[src/hw/gjds_pkg.sv]
package gjds_pkg;
   // register byte addresses (printed offsets not all multiples of four)
   localparam int unsigned IDX_PIN1       = 8;
   localparam int unsigned IDX_PIN4       = 9;
   localparam int unsigned IDX_DETEN      = 13;
   localparam logic [7:0] ADDR_PIN1       = 8'h20;
   localparam logic [7:0] ADDR_PIN4       = 8'h24;
   localparam logic [7:0] ADDR_DETEN      = 8'h34;
   localparam logic [7:0] ADDR_CTRL       = 8'h40;
   localparam logic [7:0] ADDR_IRQ_STAT   = 8'h44;
   localparam logic [7:0] ADDR_IRQ_MASK   = 8'h48;
   localparam logic [7:0] ADDR_STATUS     = 8'h4c;
   // function select codes
   localparam logic [2:0] FN_INPUT        = 3'h0;
   localparam logic [2:0] FN_RSVD         = 3'h1;
   localparam logic [2:0] FN_TEMP_OK      = 3'h2;
   localparam logic [2:0] FN_AUTO_MUTE    = 3'h3;
   localparam logic [2:0] FN_PLL_CLK      = 3'h4;
   localparam logic [2:0] FN_PLL_LOCK     = 3'h5;
   localparam logic [2:0] FN_CONST_A      = 3'h6;
   localparam logic [2:0] FN_CONST_B      = 3'h7;
   // field positions
   localparam int unsigned SEL_LSB        = 0;
   localparam int unsigned INV_BIT        = 3;
   localparam int unsigned DIV_LSB        = 4;
   localparam int unsigned JSEL_LSB       = 4;
   localparam int unsigned DETEN_BIT      = 6;
   localparam int unsigned MID_LOW_BIT    = 7;
   localparam int unsigned MID_HIGH_BIT   = 8;
   localparam int unsigned EN_LOW_LSB     = 0;
   localparam int unsigned EN_HIGH_LSB    = 4;
   localparam logic [8:0] REG9_RESET      = 9'h000;
   localparam logic [7:0] DETEN_RESET     = 8'h00;
   localparam logic [3:0] ALL_OUTS_ON     = 4'hf;
   localparam logic [1:0] IRQ_RESET       = 2'h0;
   // jack source select codes
   localparam logic [1:0] JSRC_PIN1       = 2'h0;
   localparam logic [1:0] JSRC_LEFT       = 2'h1;
   localparam logic [1:0] JSRC_RIGHT      = 2'h2;
   localparam logic [1:0] JSRC_PIN4       = 2'h3;
   // slow tick period: 2^21 master clock cycles
   localparam int unsigned SLOW_TICK_LOG2 = 21;
   localparam int unsigned SLOW_TICK_CYC  = 1 << SLOW_TICK_LOG2;
   // interrupt bits
   localparam int unsigned IRQ_JACK_CHG   = 0;
   localparam int unsigned IRQ_PLL_LOCK   = 1;
endpackage

[src/hw/gjds_sync.sv]
`timescale 1ns/10ps
`default_nettype none
// two-flop synchroniser for an input from outside the clock domain
module gjds_sync (
   input  wire logic clk,
   input  wire logic rst,
   input  wire logic ce,
   input  wire logic async_in,
   output logic      sync_out
);
   logic meta_q;

   // first flop feeds only the second
   always_ff @(posedge clk) begin
      if (rst) begin
         meta_q   <= 1'b0;
         sync_out <= 1'b0;
      end else if (ce) begin
         meta_q   <= async_in;
         sync_out <= meta_q;
      end
   end
endmodule
`default_nettype wire

[src/hw/gjds_debounce.sv]
`timescale 1ns/10ps
`default_nettype none
// level changes when two consecutive slow ticks see a new value, or when the tick right after a change sees one
module gjds_debounce (
   input  wire logic clk,
   input  wire logic rst,
   input  wire logic ce,
   input  wire logic tick,
   input  wire logic level_in,
   output logic      level_out
);
   logic seen_q;

   // one tick arms, the next commits; a tick that sees the old level disarms
   always_ff @(posedge clk) begin
      if (rst) begin
         seen_q    <= 1'b0;
         level_out <= 1'b0;
      end else if (ce && tick) begin
         seen_q <= (level_in != level_out);
         if (seen_q && level_in != level_out)
            level_out <= level_in;
      end
   end
endmodule
`default_nettype wire

[src/hw/gjds_top.sv]
// The APB register port was left to the implementer.
`timescale 1ns/10ps
`default_nettype none
// How it works
// pin one select: 0 input, 2 temp, 3 mute, 4 pll clk, 5 lock, 6 low, 7 high
// pin four select same, but 6 drives high, 7 low; 0 is detect input
// bit 3 of each pin register inverts that pin's output
// pll clock out divider code 0..3 divides by 1..4
// both function fields reset to zero, pins are inputs
// three-wire mode forces pin one to chip-select input only; here detect source 0 still reads pin one in that mode
// two-wire mode lets pin one act as detect switch input
// line pins detect only; pins one and four detect or output
// detect input debounced on a tick every 2^21 clocks
// software enables the slow tick before relying on detection
// detect source: 0 pin one, 1 left, 2 right, 3 pin four
// detection uses pin level; invert bits do not apply
// each output has one enable for level low, one for high
// effective output enable is normal enable AND chosen detect enable
// midrail enable is normal enable OR chosen midrail detect enable
// detection off: detect enables all one, midrail detect zero
// detect enable register: bits 3:0 for low, 7:4 for high
// pins synchronised by two flops; debounce needs two agreeing ticks; here the tick right after a change can revert it alone
// invert after the function mux; drive until the field changes
module gjds_top (
   input  wire logic        clk,
   input  wire logic        rst,
   input  wire logic        ce,
   input  wire logic [7:0]  paddr,
   input  wire logic        psel,
   input  wire logic        penable,
   input  wire logic        pwrite,
   input  wire logic [31:0] pwdata,
   output logic [31:0]      prdata,
   output logic             pready,
   output logic             pslverr,
   input  wire logic        three_wire_mode,
   input  wire logic        select_or_pin_one_in,
   input  wire logic        left_line_detect_pin,
   input  wire logic        right_line_detect_pin,
   input  wire logic        dedicated_pin_four_in,
   input  wire logic        temp_ok,
   input  wire logic        auto_mute_active,
   input  wire logic        pll_clock,
   input  wire logic        pll_locked,
   input  wire logic [3:0]  out_normal_enable,
   input  wire logic        midrail_normal_enable,
   output logic             select_or_pin_one_out,
   output logic             select_or_pin_one_oe,
   output logic             chip_select_n,
   output logic             dedicated_pin_four_out,
   output logic             dedicated_pin_four_oe,
   output logic [3:0]       out_effective_enable,
   output logic             midrail_reference_enable,
   output logic             jack_level,
   output logic             irq
);
   import gjds_pkg::*;

   logic [8:0] pin1_function_control_q;
   logic [8:0] pin4_function_and_detect_select_q;
   logic [7:0] out_detect_enables_q;
   logic       slow_tick_enable_q;
   logic [1:0] irq_status_q;
   logic [1:0] irq_mask_q;
   logic [20:0] tick_cnt_q;
   logic       tick_q;
   logic [1:0] div_cnt_q;
   logic       pll_div_q;
   logic       pll_prev_q;
   logic       jack_prev_q;
   logic       lock_prev_q;
   logic       s_pin1;
   logic       s_left;
   logic       s_right;
   logic       s_pin4;
   logic       s_temp;
   logic       s_mute;
   logic       s_pll;
   logic       s_lock;
   logic       det_raw;
   logic       det_level;
   logic       wr_en;
   logic       rd_en;
   logic       addr_ok;
   logic       pin1_drv_d;
   logic       pin4_drv_d;
   logic [3:0] sel_en;
   logic       sel_mid;

   // all pins and foreign-domain status pass two flops first
   gjds_sync u_s_pin1 (.clk(clk), .rst(rst), .ce(ce),
      .async_in(select_or_pin_one_in), .sync_out(s_pin1));
   gjds_sync u_s_left (.clk(clk), .rst(rst), .ce(ce),
      .async_in(left_line_detect_pin), .sync_out(s_left));
   gjds_sync u_s_right (.clk(clk), .rst(rst), .ce(ce),
      .async_in(right_line_detect_pin), .sync_out(s_right));
   gjds_sync u_s_pin4 (.clk(clk), .rst(rst), .ce(ce),
      .async_in(dedicated_pin_four_in), .sync_out(s_pin4));
   gjds_sync u_s_temp (.clk(clk), .rst(rst), .ce(ce),
      .async_in(temp_ok), .sync_out(s_temp));
   gjds_sync u_s_mute (.clk(clk), .rst(rst), .ce(ce),
      .async_in(auto_mute_active), .sync_out(s_mute));
   gjds_sync u_s_pll (.clk(clk), .rst(rst), .ce(ce),
      .async_in(pll_clock), .sync_out(s_pll));
   gjds_sync u_s_lock (.clk(clk), .rst(rst), .ce(ce),
      .async_in(pll_locked), .sync_out(s_lock));

   // shared output mux; the two pins differ only in constant codes
   function automatic logic fn_mux(input logic [2:0] sel,
                                   input logic       swap_consts,
                                   input logic       pll_div);
      logic v;
      v = 1'b0;
      case (sel)
         FN_TEMP_OK:   v = s_temp;
         FN_AUTO_MUTE: v = s_mute;
         FN_PLL_CLK:   v = pll_div;
         FN_PLL_LOCK:  v = s_lock;
         FN_CONST_A:   v = swap_consts;
         FN_CONST_B:   v = ~swap_consts;
         default:      v = 1'b0;
      endcase
      return v;
   endfunction

   // apb decode: zero-wait, every known address word
   assign wr_en   = psel && penable && pwrite && ce;
   assign rd_en   = psel && penable && !pwrite && ce;
   assign addr_ok = (paddr == ADDR_PIN1) || (paddr == ADDR_PIN4)
                 || (paddr == ADDR_DETEN) || (paddr == ADDR_CTRL)
                 || (paddr == ADDR_IRQ_STAT) || (paddr == ADDR_IRQ_MASK)
                 || (paddr == ADDR_STATUS);

   // configuration registers
   always_ff @(posedge clk) begin
      if (rst) begin
         pin1_function_control_q           <= REG9_RESET;
         pin4_function_and_detect_select_q <= REG9_RESET;
         out_detect_enables_q              <= DETEN_RESET;
         slow_tick_enable_q                <= 1'b0;
         irq_mask_q                        <= IRQ_RESET;
      end else if (wr_en) begin
         case (paddr)
            ADDR_PIN1:     pin1_function_control_q <= pwdata[8:0];
            ADDR_PIN4:     pin4_function_and_detect_select_q <= pwdata[8:0];
            ADDR_DETEN:    out_detect_enables_q <= pwdata[7:0];
            ADDR_CTRL:     slow_tick_enable_q <= pwdata[0];
            ADDR_IRQ_MASK: irq_mask_q <= pwdata[1:0];
            default:       ;
         endcase
      end
   end

   // apb answer; unmapped address gives pslverr
   always_ff @(posedge clk) begin
      if (rst) begin
         prdata  <= 32'h0000_0000;
         pready  <= 1'b0;
         pslverr <= 1'b0;
      end else if (ce) begin
         pready  <= psel && !penable;
         pslverr <= psel && !penable && !addr_ok;
         prdata  <= 32'h0000_0000;
         if (psel && !penable && !pwrite) begin
            case (paddr)
               ADDR_PIN1:     prdata[8:0] <= pin1_function_control_q;
               ADDR_PIN4:     prdata[8:0] <= pin4_function_and_detect_select_q;
               ADDR_DETEN:    prdata[7:0] <= out_detect_enables_q;
               ADDR_CTRL:     prdata[0]   <= slow_tick_enable_q;
               ADDR_IRQ_STAT: prdata[1:0] <= irq_status_q;
               ADDR_IRQ_MASK: prdata[1:0] <= irq_mask_q;
               ADDR_STATUS:   prdata[1:0] <= {tick_q, det_level};
               default:       prdata <= 32'h0000_0000;
            endcase
         end
      end
   end

   // slow tick; stops while disabled, so debounce freezes too
   always_ff @(posedge clk) begin
      if (rst) begin
         tick_cnt_q <= '0;
         tick_q     <= 1'b0;
      end else if (ce) begin
         tick_q <= 1'b0;
         if (slow_tick_enable_q) begin
            tick_cnt_q <= tick_cnt_q + 21'd1;
            if (tick_cnt_q == 21'(SLOW_TICK_CYC - 1))
               tick_q <= 1'b1;
         end
      end
   end

   // pll clock divider: toggle every code + 1 synced edges, both kinds,
   // so the ratio is code + 1 with even duty, odd ratios included;
   // the source must stay well below a quarter of clk to survive the sync
   always_ff @(posedge clk) begin
      if (rst) begin
         div_cnt_q  <= 2'h0;
         pll_div_q  <= 1'b0;
         pll_prev_q <= 1'b0;
      end else if (ce) begin
         pll_prev_q <= s_pll;
         if (s_pll != pll_prev_q) begin
            if (div_cnt_q >= pin1_function_control_q[DIV_LSB +: 2]) begin
               div_cnt_q <= 2'h0;
               pll_div_q <= ~pll_div_q;
            end else begin
               div_cnt_q <= div_cnt_q + 2'h1;
            end
         end
      end
   end

   // detect source mux uses raw synced pin, no invert
   always_comb begin
      case (pin4_function_and_detect_select_q[JSEL_LSB +: 2])
         JSRC_PIN1:  det_raw = s_pin1;
         JSRC_LEFT:  det_raw = s_left;
         JSRC_RIGHT: det_raw = s_right;
         JSRC_PIN4:  det_raw = s_pin4;
         default:    det_raw = 1'b0;
      endcase
   end

   gjds_debounce u_deb (.clk(clk), .rst(rst), .ce(ce), .tick(tick_q),
      .level_in(det_raw), .level_out(det_level));

   // pin drive, invert after mux
   // a process, not assigns: the mux reads synced status outside its args
   always_comb begin
      pin1_drv_d = fn_mux(pin1_function_control_q[SEL_LSB +: 3],
                          1'b0, pll_div_q)
                 ^ pin1_function_control_q[INV_BIT];
      pin4_drv_d = fn_mux(pin4_function_and_detect_select_q[SEL_LSB +: 3],
                          1'b1, pll_div_q)
                 ^ pin4_function_and_detect_select_q[INV_BIT];
   end

   // detect enables chosen by debounced level
   always_comb begin
      if (pin4_function_and_detect_select_q[DETEN_BIT]) begin
         sel_en  = det_level ? out_detect_enables_q[EN_HIGH_LSB +: 4]
                             : out_detect_enables_q[EN_LOW_LSB +: 4];
         sel_mid = det_level
                 ? pin4_function_and_detect_select_q[MID_HIGH_BIT]
                 : pin4_function_and_detect_select_q[MID_LOW_BIT];
      end else begin
         sel_en  = ALL_OUTS_ON;
         sel_mid = 1'b0;
      end
   end

   // registered pin and enable outputs
   always_ff @(posedge clk) begin
      if (rst) begin
         select_or_pin_one_out    <= 1'b0;
         select_or_pin_one_oe     <= 1'b0;
         chip_select_n            <= 1'b1;
         dedicated_pin_four_out   <= 1'b0;
         dedicated_pin_four_oe    <= 1'b0;
         out_effective_enable     <= 4'h0;
         midrail_reference_enable <= 1'b0;
         jack_level               <= 1'b0;
      end else if (ce) begin
         select_or_pin_one_oe <= !three_wire_mode &&
            (pin1_function_control_q[SEL_LSB +: 3] != FN_INPUT);
         select_or_pin_one_out  <= pin1_drv_d;
         chip_select_n          <= three_wire_mode ? s_pin1 : 1'b1;
         dedicated_pin_four_oe  <=
            (pin4_function_and_detect_select_q[SEL_LSB +: 3] != FN_INPUT);
         dedicated_pin_four_out <= pin4_drv_d;
         out_effective_enable     <= out_normal_enable & sel_en;
         midrail_reference_enable <= midrail_normal_enable | sel_mid;
         jack_level               <= det_level;
      end
   end

   // sticky events, read-clear; a new event beats the clear
   always_ff @(posedge clk) begin
      if (rst) begin
         irq_status_q <= IRQ_RESET;
         jack_prev_q  <= 1'b0;
         lock_prev_q  <= 1'b0;
         irq          <= 1'b0;
      end else if (ce) begin
         jack_prev_q <= det_level;
         lock_prev_q <= s_lock;
         // clear only what the read returned: an event landing between
         // the setup and access edges stays pending
         irq_status_q <= ((rd_en && paddr == ADDR_IRQ_STAT)
                          ? (irq_status_q & ~prdata[1:0]) : irq_status_q)
            | {(s_lock && !lock_prev_q), (det_level != jack_prev_q)};
         irq <= |(irq_status_q & irq_mask_q);
      end
   end

   // assertions
   a_and_enable: assert property (@(posedge clk) disable iff (rst)
      ce && !pin4_function_and_detect_select_q[DETEN_BIT]
      |=> out_effective_enable == $past(out_normal_enable))
      else $error("enables not passed through with detection off");
   a_and_gate: assert property (@(posedge clk) disable iff (rst)
      ce |=> (out_effective_enable & ~$past(out_normal_enable)) == 4'h0)
      else $error("output enabled without normal enable");
   a_mid_or: assert property (@(posedge clk) disable iff (rst)
      ce && midrail_normal_enable |=> midrail_reference_enable)
      else $error("midrail dropped while normally enabled");
   a_three_wire: assert property (@(posedge clk) disable iff (rst)
      three_wire_mode && ce |=> !select_or_pin_one_oe)
      else $error("pin one driven in three-wire mode");
   a_cs_idle: assert property (@(posedge clk) disable iff (rst)
      ce && !three_wire_mode |=> chip_select_n)
      else $error("chip select active in two-wire mode");
   a_pin1_const: assert property (@(posedge clk) disable iff (rst)
      ce && pin1_function_control_q[SEL_LSB +: 4] == {1'b0, FN_CONST_A}
      |=> select_or_pin_one_out == 1'b0)
      else $error("pin one code 6 not low");
   a_pin4_const: assert property (@(posedge clk) disable iff (rst)
      ce && pin4_function_and_detect_select_q[SEL_LSB +: 4]
            == {1'b0, FN_CONST_A}
      |=> dedicated_pin_four_out == 1'b1)
      else $error("pin four code 6 not high");
   a_pin_invert: assert property (@(posedge clk) disable iff (rst)
      ce && pin1_function_control_q[SEL_LSB +: 4] == {1'b1, FN_CONST_B}
      |=> select_or_pin_one_out == 1'b0)
      else $error("pin one invert not applied");
   a_pin4_input: assert property (@(posedge clk) disable iff (rst)
      ce && pin4_function_and_detect_select_q[SEL_LSB +: 3] == FN_INPUT
      |=> !dedicated_pin_four_oe)
      else $error("pin four driven while set as input");
   a_deb_stable: assert property (@(posedge clk) disable iff (rst)
      !tick_q |=> $stable(det_level))
      else $error("debounced level moved without a tick");
   a_irq_masked: assert property (@(posedge clk) disable iff (rst)
      ce && (irq_status_q & irq_mask_q) == 2'h0 |=> !irq)
      else $error("interrupt high with nothing unmasked pending");
   a_ready_pulse: assert property (@(posedge clk) disable iff (rst)
      ce && psel && !penable |=> pready)
      else $error("no ready after a setup cycle");
   a_reset_input: assert property (@(posedge clk)
      rst |=> !select_or_pin_one_oe && !dedicated_pin_four_oe)
      else $error("pin driven after reset");
   c_jack_toggle: cover property (@(posedge clk) disable iff (rst)
      $rose(det_level));
   c_pll_out: cover property (@(posedge clk) disable iff (rst)
      dedicated_pin_four_oe && $rose(dedicated_pin_four_out));
   c_irq: cover property (@(posedge clk) disable iff (rst) $rose(irq));
endmodule
`default_nettype wire

[config.mk]
export PLATFORM = sky130hd
export DESIGN_NAME = gjds_top
export DESIGN_NICKNAME = d
export VERILOG_FILES = /design/src/hw/gjds_pkg.sv /design/src/hw/gjds_sync.sv /design/src/hw/gjds_debounce.sv /design/src/hw/gjds_top.sv
export SDC_FILE = /design/constraint.sdc
export NUM_CORES = 1
export LEC_CHECK = 0
export ABC_CLOCK_PERIOD_IN_PS = 2900
export BUFFER_PORTS_ARGS = -buffer_cell sky130_fd_sc_hd__buf_2
export CORE_UTILIZATION = 30
export CTS_BUF_LIST = sky130_fd_sc_hd__clkbuf_2
export CTS_CLUSTER_DIAMETER = 40
export DETAILED_ROUTE_END_ITERATION = 7
export HOLD_SLACK_MARGIN = 0.02
export SYNTH_ARGS = -nofsm -noshare
export SYNTH_HDL_FRONTEND = slang
export SYNTH_HIERARCHICAL = 1
export SYNTH_SLANG_ARGS = --single-unit
[constraint.sdc]
create_clock -name clk -period 2.9 [get_ports clk]
set_input_delay 0.29 -clock clk [delete_from_list [all_inputs] [get_ports clk]]
set_output_delay 0.29 -clock clk [all_outputs]
set_load 0.1 [all_outputs]
# Yosys cells after proc, flatten, opt, wreduce, memory -nomap -nowiden
# Cells that the tools add are included.
dict set report word_totals {
  inputBits 60
  output_inout_bits 46
  reg_bits 122
  wordCells 132
}
dict set report classes {
  n_reduce_logical 37
  order_cmp 1
  bitwise 9
  eq_ne 24
  add_sub_neg 2
  mux 17
}
# operator n
set op_table {}
lappend op_table {{$eq A8 B7 Y1 const B} 4}
lappend op_table {{$eq A8 B6 Y1 const B} 3}
lappend op_table {{$add A21 B1 Y21 const B} 1}
lappend op_table {{$eq A21 B21 Y1 const B} 1}
lappend op_table {{$eq A3 B3 Y1 const B} 6}
lappend op_table {{$pmux W6 S3} 1}
lappend op_table {{$reduce_and A2 Y1} 8}
lappend op_table {{$logic_and A1 B1 Y1} 13}
lappend op_table {{$eq A3 B2 Y1 const B} 4}
lappend op_table {{$pmux W1 S5} 2}
lappend op_table {{$mux W9} 1}
lappend op_table {{$mux W4} 2}
lappend op_table {{$pmux W1 S7} 1}
lappend op_table {{$logic_or A1 B1 Y1} 6}
lappend op_table {{$pmux W1 S6} 1}
lappend op_table {{$reduce_bool A3 Y1} 2}
lappend op_table {{$logic_not A1 Y1} 5}
lappend op_table {{$mux W1} 5}
lappend op_table {{$and A2 B2 Y2} 2}
lappend op_table {{$and A4 B4 Y4} 1}
lappend op_table {{$eq A2 B2 Y1 const B} 2}
lappend op_table {{$mux W2} 2}
lappend op_table {{$pmux W1 S4} 1}
lappend op_table {{$ne A1 B1 Y1} 3}
lappend op_table {{12 further kinds} 13}

# Logic depth before layout (Yosys ltp)
# Gate-level depths: netlist (run 1).
dict set report depth {
  depth_word 9
  depth_mapped 6
}

# Hierarchy
# The synthesis (run 1) kept the hierarchy.
# module cells_per_inst area_each_um2 instances
set by_module_without_submodules {}
lappend by_module_without_submodules {gjds_top 450 3978.8 1}
lappend by_module_without_submodules {gjds_sync 6 67.6 8}
lappend by_module_without_submodules {gjds_debounce 9 92.6 1}

# Least setup slack after synthesis (run 1)
# OpenSTA, ideal clock, no wires.
dict set report synth_path {
  kind {input-to-reg}
  start {input paddr[4]}
  end {register pin1_function_control_q[6]}
  t_arrival_ns 1.707
  setup_time_ns 0.128
  stages 6
  required_time_ns 2.772
  path_buffers 2
  path_slack_ns 1.065
  path_cell_list {buf_2 > or4b_1 > nor4_1 > buf_2 > mux2i_1 > nor2_1}
}
dict set report synth_via {
  elab_chain_cells 2
}
# item line_no
set synth_lines {}
lappend synth_lines {{from (decl)} gjds_top.sv:28} ;# input wire logic [7:0] paddr,
lappend synth_lines {{$eq A8 B6 Y1} gjds_top.sv:143} ;# case (paddr)
lappend synth_lines {{$reduce_and A2 Y1 (no line)} n/a}
lappend synth_lines {{to (signal assigned)} gjds_top.sv:144} ;# ADDR_PIN1: pin1_function_control_q <= pwdata[8:0];
lappend synth_lines {{to (decl)} gjds_top.sv:59} ;# logic [8:0] pin1_function_control_q;
# Every way passes these cells.
# A chain may end at the register's enable or synchronous reset.

==> out/metrics.cfg, run 1 <==
[timing]
maxSlewHeadroom=0.5052
post-route-period-util=0.7208
finalSetupViolations=0
max_freq_ghz=0.4784
grt_setup_unrepaired=false
fin_crit_ns=2.090
finalMaxSlewViolations=0
setup_tns_ns=0
finClkSkew_ns=0.03455
worstMarginPinSlew_ns=0.7319
hold_viol=0

[synth]
synthAdderAreaFrac=0.008139
ys_types=54
synth_compound_area_frac=0.1053
yosysWarnings=6
synth_xor_area_frac=0.02659
synthArstFlopShare=0
netlist_instances=507
ys_ff_latch=99
yosys.area.top_type=dfxtp_1
synthFlopType=dfxtp_1
synthMuxAreaShare=0.1424
synth_top_cell_area_share=0.4297
synthTopCellsByArea=dfxtp_1 43%, mux2i_1 13%, nor2_1 6.2%, buf_4 3.7%, a21oi_1 3.0%
synth_top_family_by_area=simple AND/OR/NAND/NOR gates
yosys.area_share.simple=0.2179
ys_seq_area_frac=0.4297
synth_edf_count=0
synth.cell_area_um2=4612
avgSynthCellArea_um2=9.096

[global_route]
grt_overflow_total=0
grt_pass1_vias=3747
antenna_found_initial=1
grt_max_degree=66
grt_util_all_layers=0.1488
grt_first_pass_wirelength_um=18710

[floorplan]
die_area_um2=15870
initial_utilization=0.3126
io_pins=106
fp.coreArea_um2=14750
num_rows=44
die_width_um=126.0
die_y_um=126.0

[setup_path]
r2r_start=tick_cnt_q[0]
cp_data_arrival_time_ns=2.65
critPathKind=input port to flip-flop
end_kind=flip-flop
cp-start-kind=input port
critPathMaxFanout=15
required_ns=3.46
timing.critical_path.from=ce

[finish]
nNetsFinal=645
num-fill-cells=1511
drive_gt1_frac=0.1448
areaGrowthSynthToFinish_pct=15.52
stdcell_count=772

[drt]
drt-total-wl_um=11450
drt_iter0_drc=152
dr.pass1.iters=4
antenna_left=0
vias_per_cell=5.048
vias=3897
wl_per_cell_um=14.83
drc=0

[clock_network]
clock_tree.buffer_depth=2
postCtsSetupBuffers=0
cts_root_buffer=clkbuf_2
cts_tree=built
cts.sink_count=99
h-tree-depth=3
numCtsBuffers=9
clk_pin_slew_ns=0.29
clk_latency_ns=0.60

[placed_design]
io_buffers=59
routabilityCongestion=0.8570
dp.cells=730
post-dp-hpwl_um=8179

[pwr]
p_sw_frac=0.3312
comb_power_share=0.155
ir_drop_v=0.0002637
power.total_uw=2370
seqPwrFrac=0.590
pwr-share-clk=0.255
power.internal_uw=1585
p_switching_uw=784.8
p_per_area_nw_per_um2=444.8
leakage_uw=0.002148

[worst_hold_path]
hold_path_class=input port to flip-flop
hp-start=paddr[3]

[flow_run]
drv_cap=0

[status]
outcome=finished clean

## final timing paths
path | end | slack, ns | cells past startpoint
setup reg to reg | tick_cnt_q[20] | 0.87 | 5
hold / removal | prdata[1] | 0.1 | 4
setup / recovery | prdata[0] | 0.81 | 6
hold reg to reg | out_effective_enable[3] | 0.48 | 2
## registers in the layout, indices dropped and copies added (netlist names), 2 cells and up
register and cells:
div_cnt_q 2, irq_mask_q 2, irq_status_q 2, out_detect_enables_q 8, out_effective_enable 4, pin1_function_control_q 9, pin4_function_and_detect_select_q 9, prdata 9
tick_cnt_q 21
## synthesized netlist by cell type (4+ instances only)
cell type and count:
o21ai_0 13, nand3b_1 5, a221o_1 6, or3_1 10, nor3_1 9, and3_1 6, clkbuf_1 15, xnor2_1 6
nand2_1 28, buf_4 23, dfxtp_1 99, nand4_1 4, and4_1 4, nand3_1 19, xor2_1 8, nor2_1 76
a21oi_1 28, mux2i_1 60, nor4_1 5, inv_1 11, or4_1 7, o31ai_1 5
## worst max-delay path, stage by stage
cell           delay (ns)
dlygate4sd3_1        0.53
buf_2                0.30
nor4bb_1             0.62
nand2_1              0.22
a2111oi_0            0.46
a32o_1               0.22
## cell usage in the layout (no fill, tap or decap), types with 7 or more instances in the layout
| cell | instances |
|---|---|
| inv_1 | 11 |
| or4_1 | 7 |
| o21ai_0 | 13 |
| or3_1 | 10 |
| nand3_1 | 19 |
| clkbuf_2 | 9 |
| nor2_1 | 76 |
| nor3_1 | 9 |
| mux2i_1 | 60 |
| xor2_1 | 8 |
| dlygate4sd3_1 | 25 |
| buf_2 | 59 |
| a21oi_1 | 28 |
| dfxtp_1 | 99 |
| nand2_1 | 28 |
| conb_1 | 23 |
## power groups by stage
stage	clock network, uW	registers [uW]	logic [uW]
after global routing	689	1400	387
after CTS	630	1400	367
after global placement	0	1420	337
final	605	1400	367
after floorplan	0	1480	236
after detailed placement	0	1420	340
## per-layer routing
layer	up-vias	wire [um]	GRT usage
li1	1927	-	-
met1	1859	5432	0.1848
met2	93	5482	0.2597
met3	18	364	0.02336
met4	0	170	0.05386
met5	-	0	0
## area by class of cell
cell class | count | area [um^2] | share of cell area
Antenna cell | 1 | 2.502 | 0.0004697
Clock buffer | 9 | 45.04 | 0.008455
Clock inverter | 7 | 51.30 | 0.009629
Inverter | 11 | 41.29 | 0.007750
Multi-Input combinational cell | 373 | 2400 | 0.4504
Sequential cell | 99 | 1982 | 0.3720
Tap cell | 184 | 230.2 | 0.04321
Timing Repair Buffer | 88 | 575.6 | 0.1080
## through the flow
| stage | utilization | hold WS, ns | worst slack, ns | instance area (um^2) |
|---|---|---|---|---|
| 6_report | 0.3611 | 0.09732 | 0.8096 | 5328 |
| 3_3_place_gp | 0.3374 | 0.4509 | 0.5039 | 4979 |
| 4_1_cts | 0.3609 | 0.05775 | 0.8622 | 5325 |
| 5_1_grt | 0.3611 | 0.04170 | 0.6966 | 5328 |
| 2_1_floorplan | - | 0.3621 | 1.065 | 4695 |
| 3_5_place_dp | 0.3374 | 0.4591 | 0.4802 | 4979 |
## kinds of logic after synthesis
kind of cell / count (synthesis)
xor gates and xnor gates: 14
muxes: 64
buffers and inverters: 57
DFF: 99
adders and majority gates: 3
AOI/OAI and AO/OA: 74
other: 1
and+or+nand+nor: 195
## repair_timing
action,in CTS,in global routing
gates resized for setup,0,0
hold buffers,25,0
endpoints found under the hold margin,46,0
Power figures use the tool's default switching activity.
==> run 2, diff against run 1 <==
--- a/config.mk
+++ b/config.mk
@@ -5,7 +5,7 @@
 export SDC_FILE = /design/constraint.sdc
 export NUM_CORES = 1
 export LEC_CHECK = 0
-export ABC_CLOCK_PERIOD_IN_PS = 2900
+export ABC_CLOCK_PERIOD_IN_PS = 1950
 export BUFFER_PORTS_ARGS = -buffer_cell sky130_fd_sc_hd__buf_2
 export CORE_UTILIZATION = 30
 export CTS_BUF_LIST = sky130_fd_sc_hd__clkbuf_2
==> constraint.sdc (replaced) <==
create_clock -name clk -period 1.95 [get_ports clk]
set_input_delay 0.195 -clock clk [delete_from_list [all_inputs] [get_ports clk]]
set_output_delay 0.195 -clock clk [all_outputs]
set_load 0.1 [all_outputs]
==> out/metrics.cfg, run 2 (same netlist as run 1, synthesis figures left out) <==
[status]
outcome=finished clean

[timing]
hold_viol=0
finalMaxSlewViolations=0
post-route-period-util=0.9413
maxSlewHeadroom=0.5433
fin_crit_ns=1.835
finClkSkew_ns=0.01709
worstMarginPinSlew_ns=0.6825
max_freq_ghz=0.5448
finalSetupViolations=0
grt_setup_unrepaired=false

[worst_hold_path]
hold_path_class=input port to flip-flop
hp-start=midrail_normal_enable

[finish]
largest_reg_flops=21
utilization=0.3753
multi_input_area_um2=2406
top_register=tick_cnt_q
drive_gt1_frac=0.1689
fin_area_um2=5538
nNetsFinal=669
num-fill-cells=1520
areaGrowthSynthToFinish_pct=20.08
final_cell_mix=99 x dfxtp_1, 76 x nor2_1, 60 x mux2i_1, 59 x buf_2, 29 x dlygate4sd3_1
seq_area_um2=1982
layout_commonest_cell=dfxtp_1

[setup_path]
required_ns=2.40
timing.critical_path.from=ce
cp-start-kind=input port
end_kind=flip-flop
r2r_start=tick_cnt_q[2]
cp_data_arrival_time_ns=2.29
critPathKind=input port to flip-flop
critPathMaxFanout=13

[clock_network]
cts.sink_count=99
cts_root_buffer=clkbuf_2
h-tree-depth=3
numCtsBuffers=9
cts_tree=built
clock_tree.buffer_depth=2
clk_latency_ns=0.56
clk_pin_slew_ns=0.23

[global_route]
grt.busiest_layer=met2
grt_pass1_vias=3944
grt_overflow_total=0
grtUsageMet2=0.2519
grt_max_degree=92
grt_util_all_layers=0.1513
use_met3=0.02379
antenna_found_initial=1
grt_first_pass_wirelength_um=19090
grtUsageMet1=0.1903

[drt]
vias_per_cell=4.953
drt-total-wl_um=11400
drc=0
vias=3938
dr.pass1.iters=5
wl_per_cell_um=14.33
drt_iter0_drc=224
antenna_left=0

[floorplan]
die_y_um=126.0
initial_utilization=0.3126
fp.coreArea_um2=14750
io_pins=106
die_width_um=126.0
die_area_um2=15870
num_rows=44

[placed_design]
post-dp-hpwl_um=8277
routabilityCongestion=0.8667
place_area_um2=5141
io_buffers=59

[pwr]
ir_drop_v=0.0002995
leakage_uw=0.002271
p_per_area_nw_per_um2=645.7

[flow_run]
drv_cap=0

-- run 2: changes by cell type in the layout (fill, tap and decap cells not counted), sizes merged --
cell / delta
clkbuf: +2
bufinv: +1
clkinv: +1
buf: +20
clkinvlp: -2
dlygate4sd3: +4
inv: -3
-- run 2: what timing repair did --
item,CTS,global route
endpoints found under the hold margin,47,0
setup endpoints to repair,0,1
hold buffers,29,0
setup buffers,0,0
resized for setup,0,1
-- run 2: worst paths after layout --
path	to	slack, ns	depth (start not counted)
max reg2reg	tick_cnt_q[17]	0.20	4
min	midrail_reference_enable	0.07	3
min reg2reg	out_effective_enable[3]	0.48	2
max	out_detect_enables_q[5]	0.11	7
-- run 2: report_power, final --
group | total, uW | leakage (uW) | internal, uW | switching [uW]
logic | 570 | 0.00140 | 140 | 430
registers | 2080 | 0.000801 | 2060 | 18.1
clock network | 929 | 0.0000669 | 290 | 639
total | 3580 | 0.00227 | 2490 | 1090
-- run 2: layout make-up --
class,instances,share of cell area
Sequential cell,99,0.3579
Clock inverter,4,0.007682
Timing Repair Buffer,112,0.1405
Multi-Input combinational cell,373,0.4345
Inverter,11,0.007456
Clock buffer,11,0.009941
Tap cell,184,0.04157
Antenna cell,1,0.0004519
-- run 2: critical path, cell delays in order --
cell	delay, ns
dlygate4sd3_1	0.52
buf_2	0.29
nand4_1	0.28
or4_1	0.59
buf_4	0.21
mux2i_1	0.15
nor2_1	0.05
-- run 2: metal layers --
metal / routed length [um] / up-vias / part of all wire
met5: 0 / - / 0
met4: 245 / 0 / 0.021
met3: 398 / 16 / 0.035
met2: 5479 / 84 / 0.48
met1: 5273 / 1862 / 0.46
li1: - / 1976 / -
-- run 2: per-stage QoR --
| stage | power [uW] | instances | TNS, ns | hold WS (ns) | setup WS, ns |
|---|---|---|---|---|---|
| 2_1_floorplan | 2545 | 529 | 0 | 0.2671 | 0.2103 |
| 3_3_place_gp | 2637 | 750 | 0 | 0.4329 | 0.03665 |
| 3_5_place_dp | 2640 | 750 | -0.04003 | 0.4401 | -0.04003 |
| 4_1_cts | 3618 | 794 | 0 | 0.02453 | 0.09032 |
| 5_1_grt | 3731 | 795 | 0 | 0.06934 | 0.04368 |
| 6_report | 3576 | 795 | 0 | 0.06989 | 0.1145 |
==> run 3, diff against run 2 <==
--- a/config.mk
+++ b/config.mk
@@ -5,6 +5,7 @@
 export SDC_FILE = /design/constraint.sdc
 export NUM_CORES = 1
 export LEC_CHECK = 0
+export ABC_AREA = 1
 export ABC_CLOCK_PERIOD_IN_PS = 1950
 export BUFFER_PORTS_ARGS = -buffer_cell sky130_fd_sc_hd__buf_2
 export CORE_UTILIZATION = 30
==> out/metrics.cfg, run 3 <==
[placed_design]
dp.cells=975
routabilityCongestion=0.8049
dp_slack_ns=0.2435
io_buffers=59
post-dp-hpwl_um=8616

[drt]
antenna_left=0
wl_per_cell_um=11.70
drt-total-wl_um=11960
drc=0
vias_per_cell=4.356
drt_iter0_drc=311
vias=4452
dr.pass1.iters=4

[finish]
num-fill-cells=1735
n_antenna_cell=0
layout_commonest_cell=nand2_1
areaGrowthSynthToFinish_pct=17.96
utilization=0.3611
final_cell_mix=136 x nand2_1, 104 x inv_1, 99 x dfxtp_1, 96 x nor2_1, 71 x o21ai_0
multi_input_area_um2=2265
stdcell_count=1022
drive_gt1_frac=0.1328
seq_area_um2=1982
top_register=tick_cnt_q
nNetsFinal=865
largest_reg_flops=21

[floorplan]
die_y_um=128.9
initial_utilization=0.3061
fp.coreArea_um2=15770
die_width_um=128.9
io_pins=106
die_area_um2=16600
num_rows=46

[synth]
ys_seq_area_frac=0.4106
synth.most_common_cell=nand2_1
synth.cell_area_um2=4827
ys_ff_latch=99
synth_edf_count=0
ys_types=34
yosysWarnings=6
synthFlopType=dfxtp_1
avgSynthCellArea_um2=6.799
netlist_instances=710
synth_top_cell_area_share=0.4106
synthArstFlopShare=0
synth_common_cells=136 x nand2_1, 104 x inv_1, 99 x dfxtp_1, 96 x nor2_1, 71 x o21ai_0
yosys.area.top_type=dfxtp_1
synthTopCellsByArea=dfxtp_1 41%, nand2_1 11%, inv_1 8.1%, nor2_1 7.5%, o21ai_0 7.4%

[global_route]
grt_util_all_layers=0.1515
grt_first_pass_wirelength_um=19390
grt_max_degree=57
antenna_found_initial=0
grt_overflow_total=0
grt_pass1_vias=3992

[clock_network]
clock_tree.buffer_depth=2
clk_pin_slew_ns=0.24
cts_root_buffer=clkbuf_2
cts.sink_count=99
h-tree-depth=3
numCtsBuffers=9
clk_latency_ns=0.59
cts_tree=built

[timing]
finClkSkew_ns=0.02244
hold_slack_ns=0.08999
post-route-worst-setup-slack_ns=0.01392
max_freq_ghz=0.5165
finalMaxSlewViolations=0
finalSetupViolations=0
hold_viol=0
worstMarginPinSlew_ns=0.5481
post-route-period-util=0.9929
fin_crit_ns=1.936
maxSlewHeadroom=0.6346

[pwr]
p_per_area_nw_per_um2=652.4
leakage_uw=0.002548
power.total_uw=3715
ir_drop_v=0.0005023

[setup_path]
max_stage_delay_ns=0.57
path_cells=dlygate4sd3_1 -> buf_2 -> inv_1 -> nand2_1 -> nor2_4 -> dlygate4sd3_1 -> nand3_1 -> dlygate4sd3_1 -> a21oi_1
r2r.worst_path.cells=8
required_ns=2.49
end_kind=flip-flop
cp_slowest_cell=dlygate4sd3_1
critPathMaxFanout=3
cp-start-kind=input port
critPathKind=input port to flip-flop
cp_data_arrival_time_ns=2.48
crit_top_cell=dlygate4sd3_1

[flow_run]
drv_cap=0

[worst_hold_path]
hold_path_class=input port to flip-flop
min_path_cells=4

[status]
outcome=finished clean

[run 3: changes by cell type after synthesis, moves of 30 or more]
cell,previous run,this run
inv_1,11,104
a21oi_1,28,60
nand3_1,19,49
o21ai_0,13,71
nand2_1,28,136
mux2i_1,60,0
[run 3: what timing repair did]
item	in CTS	in global routing
hold buffers	30	0
gates resized for setup	0	1
setup buffers	0	2
setup endpoints to repair	0	1
endpoints found under the hold margin	55	0
[run 3: kinds of logic after synthesis]
| family | Yosys count | share of synthesized area |
|---|---|---|
| fa+ha+maj | 3 | 0.007777 |
| compound gates | 144 | 0.1550 |
| buf+inv | 147 | 0.1384 |
| other cells | 1 | 0.0007769 |
| xor+xnor | 3 | 0.005444 |
| simple gates | 313 | 0.2820 |
| flops | 99 | 0.4106 |
[run 3: final timing paths]
kind / slack [ns] / from / end
setup / recovery: 0.01 / paddr[3] / slow_tick_enable_q
hold / removal: 0.09 / ce / prdata[2]
setup reg to reg: 0.39 / tick_cnt_q[0] / tick_cnt_q[16]
hold reg to reg: 0.47 / tick_cnt_q[8] / tick_cnt_q[8]
[run 3: per-stage QoR]
stage          cell area, um^2  setup TNS, ns
2_1_floorplan             4910              0
3_3_place_gp              5276              0
3_5_place_dp              5276              0
4_1_cts                   5674              0
5_1_grt                   5694      -0.003492
6_report                  5694              0
[run 3: cell type report]
type,instances,share of cell area
multi-input cells,486,0.3977
flip-flops and latches,99,0.3481
repair buffers,101,0.1204
inverters,105,0.06922
well taps,216,0.04746
clock buffers,11,0.009668
clock inverters,4,0.007471
[run 3: per-layer routing]
metal | wire length [um] | up-vias | part of all wire | track usage
met5 | 0 | - | 0 | 0
li1 | - | 2387 | - | -
met1 | 5735 | 1972 | 0.48 | 0.1930
met3 | 526 | 10 | 0.044 | 0.04491
met4 | 154 | 0 | 0.013 | 0.03945
met2 | 5544 | 83 | 0.46 | 0.2493
[run 3: power breakdown]
group	leakage (uW)	switching, uW	internal [uW]	total (uW)
sequential	0.000805	26.3	2080	2100
combinational	0.00168	506	150	657
clock	0.0000669	667	290	956
total	0.00255	1200	2520	3720
[run 3: critical path: cells and delay by family]
family          cells  cell delay, ns
buf+inv             5            1.87
compound gates      1            0.13
simple gates        3            0.29
